File: config.mk
export PLATFORM = sky130hd
export DESIGN_NAME = ados_top
export DESIGN_NICKNAME = d
export VERILOG_FILES = /design/src/shared/ados_pkg.sv /design/src/shared/ados_pipe_if.sv /design/src/rtl/ados_delay_line.sv /design/src/rtl/ados_top.sv
export SDC_FILE = /design/constraint.sdc
export NUM_CORES = 1
export LEC_CHECK = 0
export BUFFER_PORTS_ARGS = -buffer_cell sky130_fd_sc_hd__buf_2
export CAP_MARGIN = 20
export CELL_PAD_IN_SITES_DETAIL_PLACEMENT = 0
export CELL_PAD_IN_SITES_GLOBAL_PLACEMENT = 1
export CORE_AREA = 2 2 105 107
export DETAILED_ROUTE_END_ITERATION = 10
export DIE_AREA = 0 0 107 109
export GPL_ROUTABILITY_DRIVEN = 0
export GPL_TIMING_DRIVEN = 0
export PLACE_DENSITY = 0.74
export SLEW_MARGIN = 40
export SYNTH_ARGS = -nofsm -noshare
export SYNTH_HDL_FRONTEND = slang
export SYNTH_HIERARCHICAL = 1
export SYNTH_SLANG_ARGS = --single-unit
File: constraint.sdc
create_clock -name clk_in -period 1.5 [get_ports clk_in]
set_input_delay 0.15 -clock clk_in [delete_from_list [all_inputs] [get_ports clk_in]]
set_output_delay 0.15 -clock clk_in [all_outputs]
set_load 0.005 [all_outputs]
File: src/shared/ados_pkg.sv
/*
  Constants and types for the demultiplexed converter output stage.
  Assumes one sample clock and one converted sample word per rising edge.
*/
package ados_pkg;
  // Width of one converted sample word
  localparam int ADOS_SAMPLE_W = 10;
  // Sample-clock cycles from sampling edge to port update, interleaved mode
  localparam int ADOS_LAT_IL = 6;
  // Level of the half-rate clock right after the sync release edge
  localparam logic ADOS_HCLK_AT_SYNC = 1'b0;
  // Parity reset value: odd, so the first sample after reset is even
  localparam logic ADOS_PARITY_RST = 1'b1;
  localparam logic ADOS_PARITY_EVEN = 1'b0;

  typedef struct packed {
    logic valid;
    logic odd;
    logic [ADOS_SAMPLE_W-1:0] data;
  } ados_entry_t;

  localparam ados_entry_t ADOS_ENTRY_NONE = '0;
endpackage

File: src/shared/ados_pipe_if.sv
/*
  Carrier between the output controller and its sample delay line.
  Assumes both ends run on the sample clock.
*/
`timescale 1ns/1ps
interface ados_pipe_if import ados_pkg::*; ();
  ados_entry_t head;
  ados_entry_t tail;
  logic flush;

  modport src (output head, output flush, input tail);
  modport dly (input head, input flush, output tail);
endinterface

File: src/rtl/ados_delay_line.sv
/*
  Sample delay line: each tagged sample leaves DEPTH edges after it entered.
  Assumes the controller drives head and flush from the sample clock domain.
*/
`timescale 1ns/1ps
module ados_delay_line import ados_pkg::*; #(
  parameter int DEPTH = ADOS_LAT_IL
) (
  input wire logic clk_in,
  input wire logic rst_in,
  ados_pipe_if.dly pipe
);
  typedef struct packed {
    ados_entry_t [DEPTH-1:0] stage;
  } ados_dly_state_t;

  ados_dly_state_t st_q;
  ados_dly_state_t st_d;

  always_comb begin
    st_d = st_q;
    if (pipe.flush) begin
      // Drop everything sampled before a hold so no stale word leaks out
      st_d.stage = '0;
    end else begin
      st_d.stage[0] = pipe.head;
      for (int i = 1; i < DEPTH; i++) begin
        st_d.stage[i] = st_q.stage[i-1];
      end
    end
  end

  always_ff @(posedge clk_in) begin
    if (rst_in) begin
      st_q <= '0;
    end else begin
      st_q <= st_d;
    end
  end

  assign pipe.tail = st_q.stage[DEPTH-1];
endmodule // ados_delay_line

File: src/rtl/ados_top.sv
/*
  Demultiplexed output stage of a sampling converter: splits the sample
  stream over an even and an odd port, drives a half-rate capture clock and
  aligns the split on release of the sample-align hold input.
  Assumes clk_in is the sample clock and all inputs are synchronous to it.
*/
// Operation
// - Half-rate clock and complement driven out
// - Interleaved mode: six cycles latency per port
// - Parallel mode: odd port seven cycles latency
// - Parallel mode: odd port changes only together with even port
// - Hold high freezes ports and clock
// - Hold release edge marks the reference sample
// - Reference sample on even port after six
// - Next sample on odd port after six, seven in parallel mode
`timescale 1ns/1ps
module ados_top import ados_pkg::*; (
  input wire logic clk_in,
  input wire logic rst_in,
  input wire logic [ADOS_SAMPLE_W-1:0] sample_in,
  input wire logic sample_align_hold_in,
  input wire logic parallel_mode_in,
  output logic [ADOS_SAMPLE_W-1:0] port_even_out,
  output logic [ADOS_SAMPLE_W-1:0] port_odd_out,
  output logic half_rate_clock_out,
  output logic half_rate_clock_n_out
);
  typedef struct packed {
    logic hold;
    logic parity;
    logic hclk;
    logic [ADOS_SAMPLE_W-1:0] even;
    logic [ADOS_SAMPLE_W-1:0] odd;
    ados_entry_t odd_extra;
  } ados_state_t;

  ados_state_t st_q;
  ados_state_t st_d;
  logic release_w;
  logic cur_odd;
  logic even_ld;
  logic odd_ld;
  ados_entry_t tail_w;

  ados_pipe_if pipe ();

  ados_delay_line #(
    .DEPTH(ADOS_LAT_IL)
  ) u_delay (
    .clk_in(clk_in),
    .rst_in(rst_in),
    .pipe(pipe.dly)
  );

  assign tail_w = pipe.tail;
  // First edge with hold low after it was high
  assign release_w = st_q.hold && !sample_align_hold_in;
  // Parity restarts at the release edge, then alternates
  assign cur_odd = release_w ? ADOS_PARITY_EVEN : !st_q.parity;

  always_comb begin
    pipe.head = ADOS_ENTRY_NONE;
    pipe.head.valid = !sample_align_hold_in;
    pipe.head.odd = cur_odd;
    pipe.head.data = sample_in;
    pipe.flush = sample_align_hold_in;
  end

  // Even samples always leave straight from the delay line
  assign even_ld = !sample_align_hold_in && tail_w.valid && !tail_w.odd;
  // Odd samples take the extra stage in parallel mode
  assign odd_ld = !sample_align_hold_in &&
                  (parallel_mode_in ? st_q.odd_extra.valid : (tail_w.valid && tail_w.odd));

  always_comb begin
    st_d = st_q;
    st_d.hold = sample_align_hold_in;
    st_d.parity = cur_odd;
    if (sample_align_hold_in) begin
      st_d.hclk = st_q.hclk;
    end else if (release_w) begin
      st_d.hclk = ADOS_HCLK_AT_SYNC;
    end else begin
      st_d.hclk = !st_q.hclk;
    end
    if (even_ld) begin
      st_d.even = tail_w.data;
    end
    if (odd_ld) begin
      st_d.odd = parallel_mode_in ? st_q.odd_extra.data : tail_w.data;
    end
    st_d.odd_extra = ADOS_ENTRY_NONE;
    if (!sample_align_hold_in && parallel_mode_in && tail_w.valid && tail_w.odd) begin
      st_d.odd_extra = tail_w;
    end
  end

  always_ff @(posedge clk_in) begin
    if (rst_in) begin
      st_q.hold <= 1'b0;
      st_q.parity <= ADOS_PARITY_RST;
      st_q.hclk <= ADOS_HCLK_AT_SYNC;
      st_q.even <= '0;
      st_q.odd <= '0;
      st_q.odd_extra <= ADOS_ENTRY_NONE;
    end else begin
      st_q <= st_d;
    end
  end

  assign port_even_out = st_q.even;
  assign port_odd_out = st_q.odd;
  assign half_rate_clock_out = st_q.hclk;
  assign half_rate_clock_n_out = !st_q.hclk;

  // Checks

  property p_hclk_toggle;
    @(posedge clk_in) disable iff (rst_in)
      (!sample_align_hold_in && !release_w) |=>
        (half_rate_clock_out != $past(half_rate_clock_out)) &&
        (half_rate_clock_n_out == !half_rate_clock_out);
  endproperty
  a_hclk_toggle: assert property (p_hclk_toggle) else $error("half-rate clock failed to toggle");

  property p_il_even_latency;
    @(posedge clk_in) disable iff (rst_in)
      release_w ##1 (!sample_align_hold_in && !parallel_mode_in)[*7] |->
        port_even_out == $past(sample_in, 7);
  endproperty
  a_il_even_latency: assert property (p_il_even_latency) else $error("even port latency wrong");

  property p_il_odd_latency;
    @(posedge clk_in) disable iff (rst_in)
      (release_w && !parallel_mode_in) ##1 (!sample_align_hold_in && !parallel_mode_in)[*8] |->
        port_odd_out == $past(sample_in, 7);
  endproperty
  a_il_odd_latency: assert property (p_il_odd_latency) else $error("odd port latency wrong");

  property p_il_steady;
    @(posedge clk_in) disable iff (rst_in)
      (!parallel_mode_in && $past(parallel_mode_in) == 1'b0 && even_ld) |=>
        port_even_out == $past(sample_in, 7);
  endproperty
  a_il_steady: assert property (p_il_steady) else $error("interleaved latency not six");

  property p_par_odd_latency;
    @(posedge clk_in) disable iff (rst_in)
      (release_w && parallel_mode_in) ##1 (!sample_align_hold_in && parallel_mode_in)[*8] ##1
        (!sample_align_hold_in && parallel_mode_in) |->
        port_odd_out == $past(sample_in, 8);
  endproperty
  a_par_odd_latency: assert property (p_par_odd_latency) else $error("parallel odd latency not seven");

  property p_par_together;
    @(posedge clk_in) disable iff (rst_in)
      (parallel_mode_in && $past(parallel_mode_in) && odd_ld) |-> even_ld;
  endproperty
  a_par_together: assert property (p_par_together) else $error("parallel ports changed apart");

  property p_hold_static;
    @(posedge clk_in) disable iff (rst_in)
      sample_align_hold_in |=>
        $stable(port_even_out) && $stable(port_odd_out) && $stable(half_rate_clock_out);
  endproperty
  a_hold_static: assert property (p_hold_static) else $error("outputs switched during hold");

  property p_sync_clock;
    @(posedge clk_in) disable iff (rst_in)
      release_w |=> (half_rate_clock_out == ADOS_HCLK_AT_SYNC) && !odd_ld;
  endproperty
  a_sync_clock: assert property (p_sync_clock) else $error("sync release misaligned");

  property p_alternate;
    @(posedge clk_in) disable iff (rst_in)
      (even_ld && !parallel_mode_in) |-> !odd_ld ##1 !even_ld;
  endproperty
  a_alternate: assert property (p_alternate) else $error("ports failed to alternate");

  property p_il_odd_steady;
    @(posedge clk_in) disable iff (rst_in)
      (!parallel_mode_in && $past(parallel_mode_in) == 1'b0 && odd_ld) |=>
        port_odd_out == $past(sample_in, 7);
  endproperty
  a_il_odd_steady: assert property (p_il_odd_steady) else $error("interleaved odd latency not six");

  property p_par_even_latency;
    @(posedge clk_in) disable iff (rst_in)
      (release_w && parallel_mode_in) ##1 (!sample_align_hold_in && parallel_mode_in)[*7] |->
        port_even_out == $past(sample_in, 7);
  endproperty
  a_par_even_latency: assert property (p_par_even_latency) else $error("parallel even latency not six");

  property p_par_odd_steady;
    @(posedge clk_in) disable iff (rst_in)
      (parallel_mode_in && $past(parallel_mode_in) && odd_ld) |=> port_odd_out == $past(sample_in, 8);
  endproperty
  a_par_odd_steady: assert property (p_par_odd_steady) else $error("parallel odd word late or early");

  property p_par_even_step;
    @(posedge clk_in) disable iff (rst_in)
      (even_ld && parallel_mode_in) |=> !even_ld;
  endproperty
  a_par_even_step: assert property (p_par_even_step) else $error("parallel even port updated twice");

  property p_hold_flush;
    @(posedge clk_in) disable iff (rst_in)
      sample_align_hold_in |=> !even_ld && !odd_ld;
  endproperty
  a_hold_flush: assert property (p_hold_flush) else $error("stale word left after hold");

  property p_even_cadence;
    @(posedge clk_in) disable iff (rst_in)
      even_ld ##1 (!sample_align_hold_in)[*2] |-> even_ld;
  endproperty
  a_even_cadence: assert property (p_even_cadence) else $error("even port skipped a turn");

  property p_odd_cadence;
    @(posedge clk_in) disable iff (rst_in)
      (odd_ld && !parallel_mode_in) ##1 (!sample_align_hold_in && !parallel_mode_in)[*2] |-> odd_ld;
  endproperty
  a_odd_cadence: assert property (p_odd_cadence) else $error("odd port skipped a turn");

endmodule // ados_top

Yosys cells after proc, flatten, opt, wreduce, memory -nomap -nowiden
Cells that the tools add are included.
{ "totals": {"reg_bits": 106} }
{ "classes": {"muxes": 4, "n_bitwise": 1, "n_reduce_logical": 14} }
{ "ops": {"columns": ["op", "count"], "rows": [
  ["2-to-1 mux 10 bit", 1],
  ["logical AND 1 bit", 8],
  ["zero test 1 bit", 4],
  ["OR reduction 2 bit", 2],
  ["2-to-1 mux 1 bit", 3],
  ["NOT 1 bit", 1]
]} }

Logic depth before layout (Yosys ltp)
{ "depth": {"word_depth": 6, "mapped_depth": 5} }

Modules after synthesis
Netlist, hierarchy kept.
{ "by_module_without_submodules": {"columns": ["module", "instances", "cells_per_inst", "area_each_um2"], "rows": [
  ["ados_delay_line", 1, 172, 2602.5],
  ["ados_top", 1, 148, 1482.7]
]} }

Worst setup path before layout
Ideal clock, no wire load.
{ "synth_path": {"path_type": "reg-to-reg", "startpoint": "reg u_delay.st_q (netlist bit u_delay/pipe.tail[10])", "endpoint": "reg st_q (netlist bit port_even_out[0])", "arrival_time_ps": 963, "required_time_ps": 1372, "path_slack_ps": 409, "path_stages_with_launch": 6, "path_buffers": 2, "synth_period_minus_slack_ps": 1091, "path_cell_list": "dfxtp_1 -> buf_4 -> nor3b_2 -> buf_6 -> mux2i_1 -> nor2_1"} }
{ "synth_between": {"elab_chain_len": 2} }
{ "synth_rtl": {"columns": ["item", "line_no", "text"], "rows": [
  ["from (decl)", "ados_delay_line.sv:17", "ados_dly_state_t st_q;"],
  ["from (signal assigned)", "ados_delay_line.sv:37", "st_q <= st_d;"],
  ["zero test 1 bit", "ados_top.sv:70", "assign even_ld = !sample_align_hold_in && tail_w.valid && !tail_w.odd;"],
  ["logical AND 1 bit", "ados_top.sv:70", null],
  ["to (signal assigned)", "ados_top.sv:107", "st_q <= st_d;"],
  ["to (decl)", "ados_top.sv:37", "ados_state_t st_q;"]
]} }
No other way between the ends.
A chain may end at the register's enable or synchronous reset.

Worst setup path in the final report
{ "layout_path": {"startpoint": "reg u_delay.st_q (netlist bit u_delay/pipe.tail[10])", "endpoint": "reg st_q (netlist bit port_even_out[5])"} }
Same word-level chain as after synthesis.

==> results.ini <==
[cells_and_area]
fillCellCount = 995
register_area_um2 = 2120
fin_util = 0.440
multi_input_area_um2 = 1470
nets = 381
finish.instance_area_um2 = 4660
area_growth_pct = 14.1
diodes = 0
instances_no_fill = 512
layout-drive-gt1-share = 0.511

[synth]
ys_async_sr_fraction = 0
yosys_warnings = 6
synth_seq_cells = 106
synth_edf_count = 0
syn_inst = 320
seq_area_frac_synth = 0.519
synth_area_um2 = 4090
synth_ff_type = dfxtp_1
syn_area_per_cell_um2 = 12.8
ys_types = 23
syn_nets = 334

[critical_path]
slowest_stage = dfxtp_1
critPathKind = flip-flop to flip-flop
worstPathArrival_ns = 1.47
reg2reg_slack_ns = 0.28
crit_required_ns = 1.75
worst-path-max-fanout = 10
cp_top_family = buffers and inverters
reg2regPathDepth = 5
timing.critical_path.buf_inv = 2
regToRegStartpoint = u_delay/pipe.tail[10]
path_cells = buf_4 -> nor3b_2 -> buf_6 -> mux2i_1 -> nor2_1
critPathLaunchType = flip-flop
reg2reg_to = port_even_out[5]
endpoint_kind = flip-flop
slowest_delay_ns = 0.31

[timing]
hold_violations = 0
rsz0062_at_grt = no
fmax_mhz = 819
relSlewSlack = 0.704
maxSlewViolCount = 0
whs_ns = 0.0171
finalSetupViolCount = 0
tightest_slew_ns = 0.444
post-route-period-util = 0.814
min_period_ns = 1.22
finalSetupTns_ns = 0
finClkSkew_ns = 0.0105

[job]
cap_viol_max_count = 0

[power]
seqPwrFrac = 0.580
pwr-share-comb = 0.049
switching_share = 0.237
cellPowerDensity_nw_per_um2 = 1050
intPower_mw = 3.74
leakagePower_nw = 1.78
worst_ir_drop_vdd_mv = 0.527
switchingPower_mw = 1.16
pwr-share-clk = 0.371

[detailed_routing]
wire_per_inst_um = 11.0
vias_per_cell = 4.25
ant_nets = 0
drtIter0Drc = 28
vias = 2175
drt_wl_total_mm = 5.61
firstDrtPassIters = 4
drc = 0

[floorplan]
initial_utilization = 0.385
num_io_pins = 36
num_rows = 38
fp.dieH_um = 109
coreArea_um2 = 10600
dieArea_um2 = 11700
die_x_um = 107

[global_route]
grt_max_degree = 20
grt_usage = 0.108
global_route.overflow_total = 0
antenna_found_initial = 0
grt_first_pass_wirelength_mm = 9.81
grt_pass1_vias = 2131

[hold_path]
hold_class = input port to flip-flop
worstHoldStart = sample_in[3]
hold-path-cell-count = 2
holdPathEnd = u_delay/st_q[3]

[clocking]
clkTransAtPathRegs_ns = 0.11
max-clock-path-buffers = 2
tritoncts = built
htreeDepth = 3
clkSinkCount = 106
cts_buffers = 9
root_buffer = clkbuf_8
clk_latency_ns = 0.37
ctsResizeCount = 0

[place]
portBuffers = 34
placedCellCount = 494
placed_area_um2 = 4430
dp_hpwl_mm = 3.95

[outcome]
status = finished, final reports clean

registers in the layout, summed over array words and instances, names as in the netlist:
signal / count
port_even_out: 10
u_delay/pipe.tail: 12
st_q: 13
half_rate_clock_out: 1
u_delay/st_q: 60
port_odd_out: 10
worst max-delay path by stage:
stage	startpoint	to	slack (ns)	depth (start not counted)
5_1_grt	u_delay/pipe.tail[10]	port_even_out[5]	0.19	5
3_5_place_dp	u_delay/pipe.tail[10]	port_even_out[5]	0.28	5
2_1_floorplan	u_delay/pipe.tail[10]	port_even_out[0]	0.41	5
4_1_cts	u_delay/pipe.tail[10]	port_even_out[5]	0.26	5
3_3_place_gp	u_delay/pipe.tail[10]	port_even_out[3]	0.35	5
6_report	u_delay/pipe.tail[10]	port_even_out[5]	0.28	5
layout make-up:
| type | count | share of cell area |
|---|---|---|
| timing repair buffer | 36 | 0.0408 |
| inverter | 3 | 0.00242 |
| clock buffer | 9 | 0.0266 |
| buffer | 56 | 0.104 |
| multi-input combinational | 155 | 0.315 |
| clock inverter | 7 | 0.0188 |
| tap | 140 | 0.0376 |
| sequential | 106 | 0.455 |
layout by cell type, fill, tap and decap left out, types with 2 or more instances in the layout:
master,netlist,layout
dfxtp_1,106,106
nor3b_2,71,71
buf_2,3,37
buf_4,32,32
buf_6,20,20
nor2_1,13,13
a21oi_1,12,12
and2_1,10,10
mux2i_1,10,10
o21ai_0,10,10
a211oi_2,10,10
clkbuf_8,0,9
nor3_1,8,8
nor3_2,3,3
inv_1,2,2
dlygate4sd3_1,0,2
nor3b_1,2,2
cells in the mapped netlist, types with 2 or more instances:
| library cell | count | area (um2) |
|---|---|---|
| buf_6 | 20 | 225 |
| nor2_1 | 13 | 48.8 |
| nor3b_2 | 71 | 888 |
| nor3_1 | 8 | 40.0 |
| and2_1 | 10 | 62.6 |
| nor3b_1 | 2 | 15.0 |
| o21ai_0 | 10 | 50.1 |
| a21oi_1 | 12 | 60.1 |
| mux2i_1 | 10 | 100 |
| inv_1 | 2 | 7.51 |
| buf_2 | 3 | 15.0 |
| nor3_2 | 3 | 30.0 |
| a211oi_2 | 10 | 125 |
| dfxtp_1 | 106 | 2120 |
| buf_4 | 32 | 240 |
power groups by stage:
stage	logic [mW]	registers [mW]	clock network, mW
after floorplan	0.187	2.91	0
after global placement	0.238	2.91	0
after CTS	0.247	2.85	1.87
after global routing	0.265	2.85	1.98
final	0.240	2.84	1.82
after detailed placement	0.241	2.91	0
through the flow:
step           total power [mW]  setup WS [ns]
6_report                   4.90          0.279
3_5_place_dp               3.15          0.277
5_1_grt                    5.09          0.190
2_1_floorplan              3.10          0.409
4_1_cts                    4.96          0.257
3_3_place_gp               3.15          0.345
kinds of logic after synthesis:
family / synth area share
and+or+nand+nor: 0.277
AOI/OAI and AO/OA: 0.0576
buffers and inverters: 0.121
DFF: 0.519
muxes: 0.0245
repair_timing:
item                                   CTS  global route
endpoints found under the hold margin    2             0
buffers inserted                         0             0
hold buffers                             2             0
per-layer routing:
layer / up-vias / global-route usage / share of wire
met5: - / 0 / 0
met4: 0 / 0.0584 / 0.024
met3: 12 / 0.0287 / 0.050
met2: 45 / 0.179 / 0.48
met1: 968 / 0.127 / 0.45
li1: 1150 / - / -
Power figures use the tool's default switching activity.
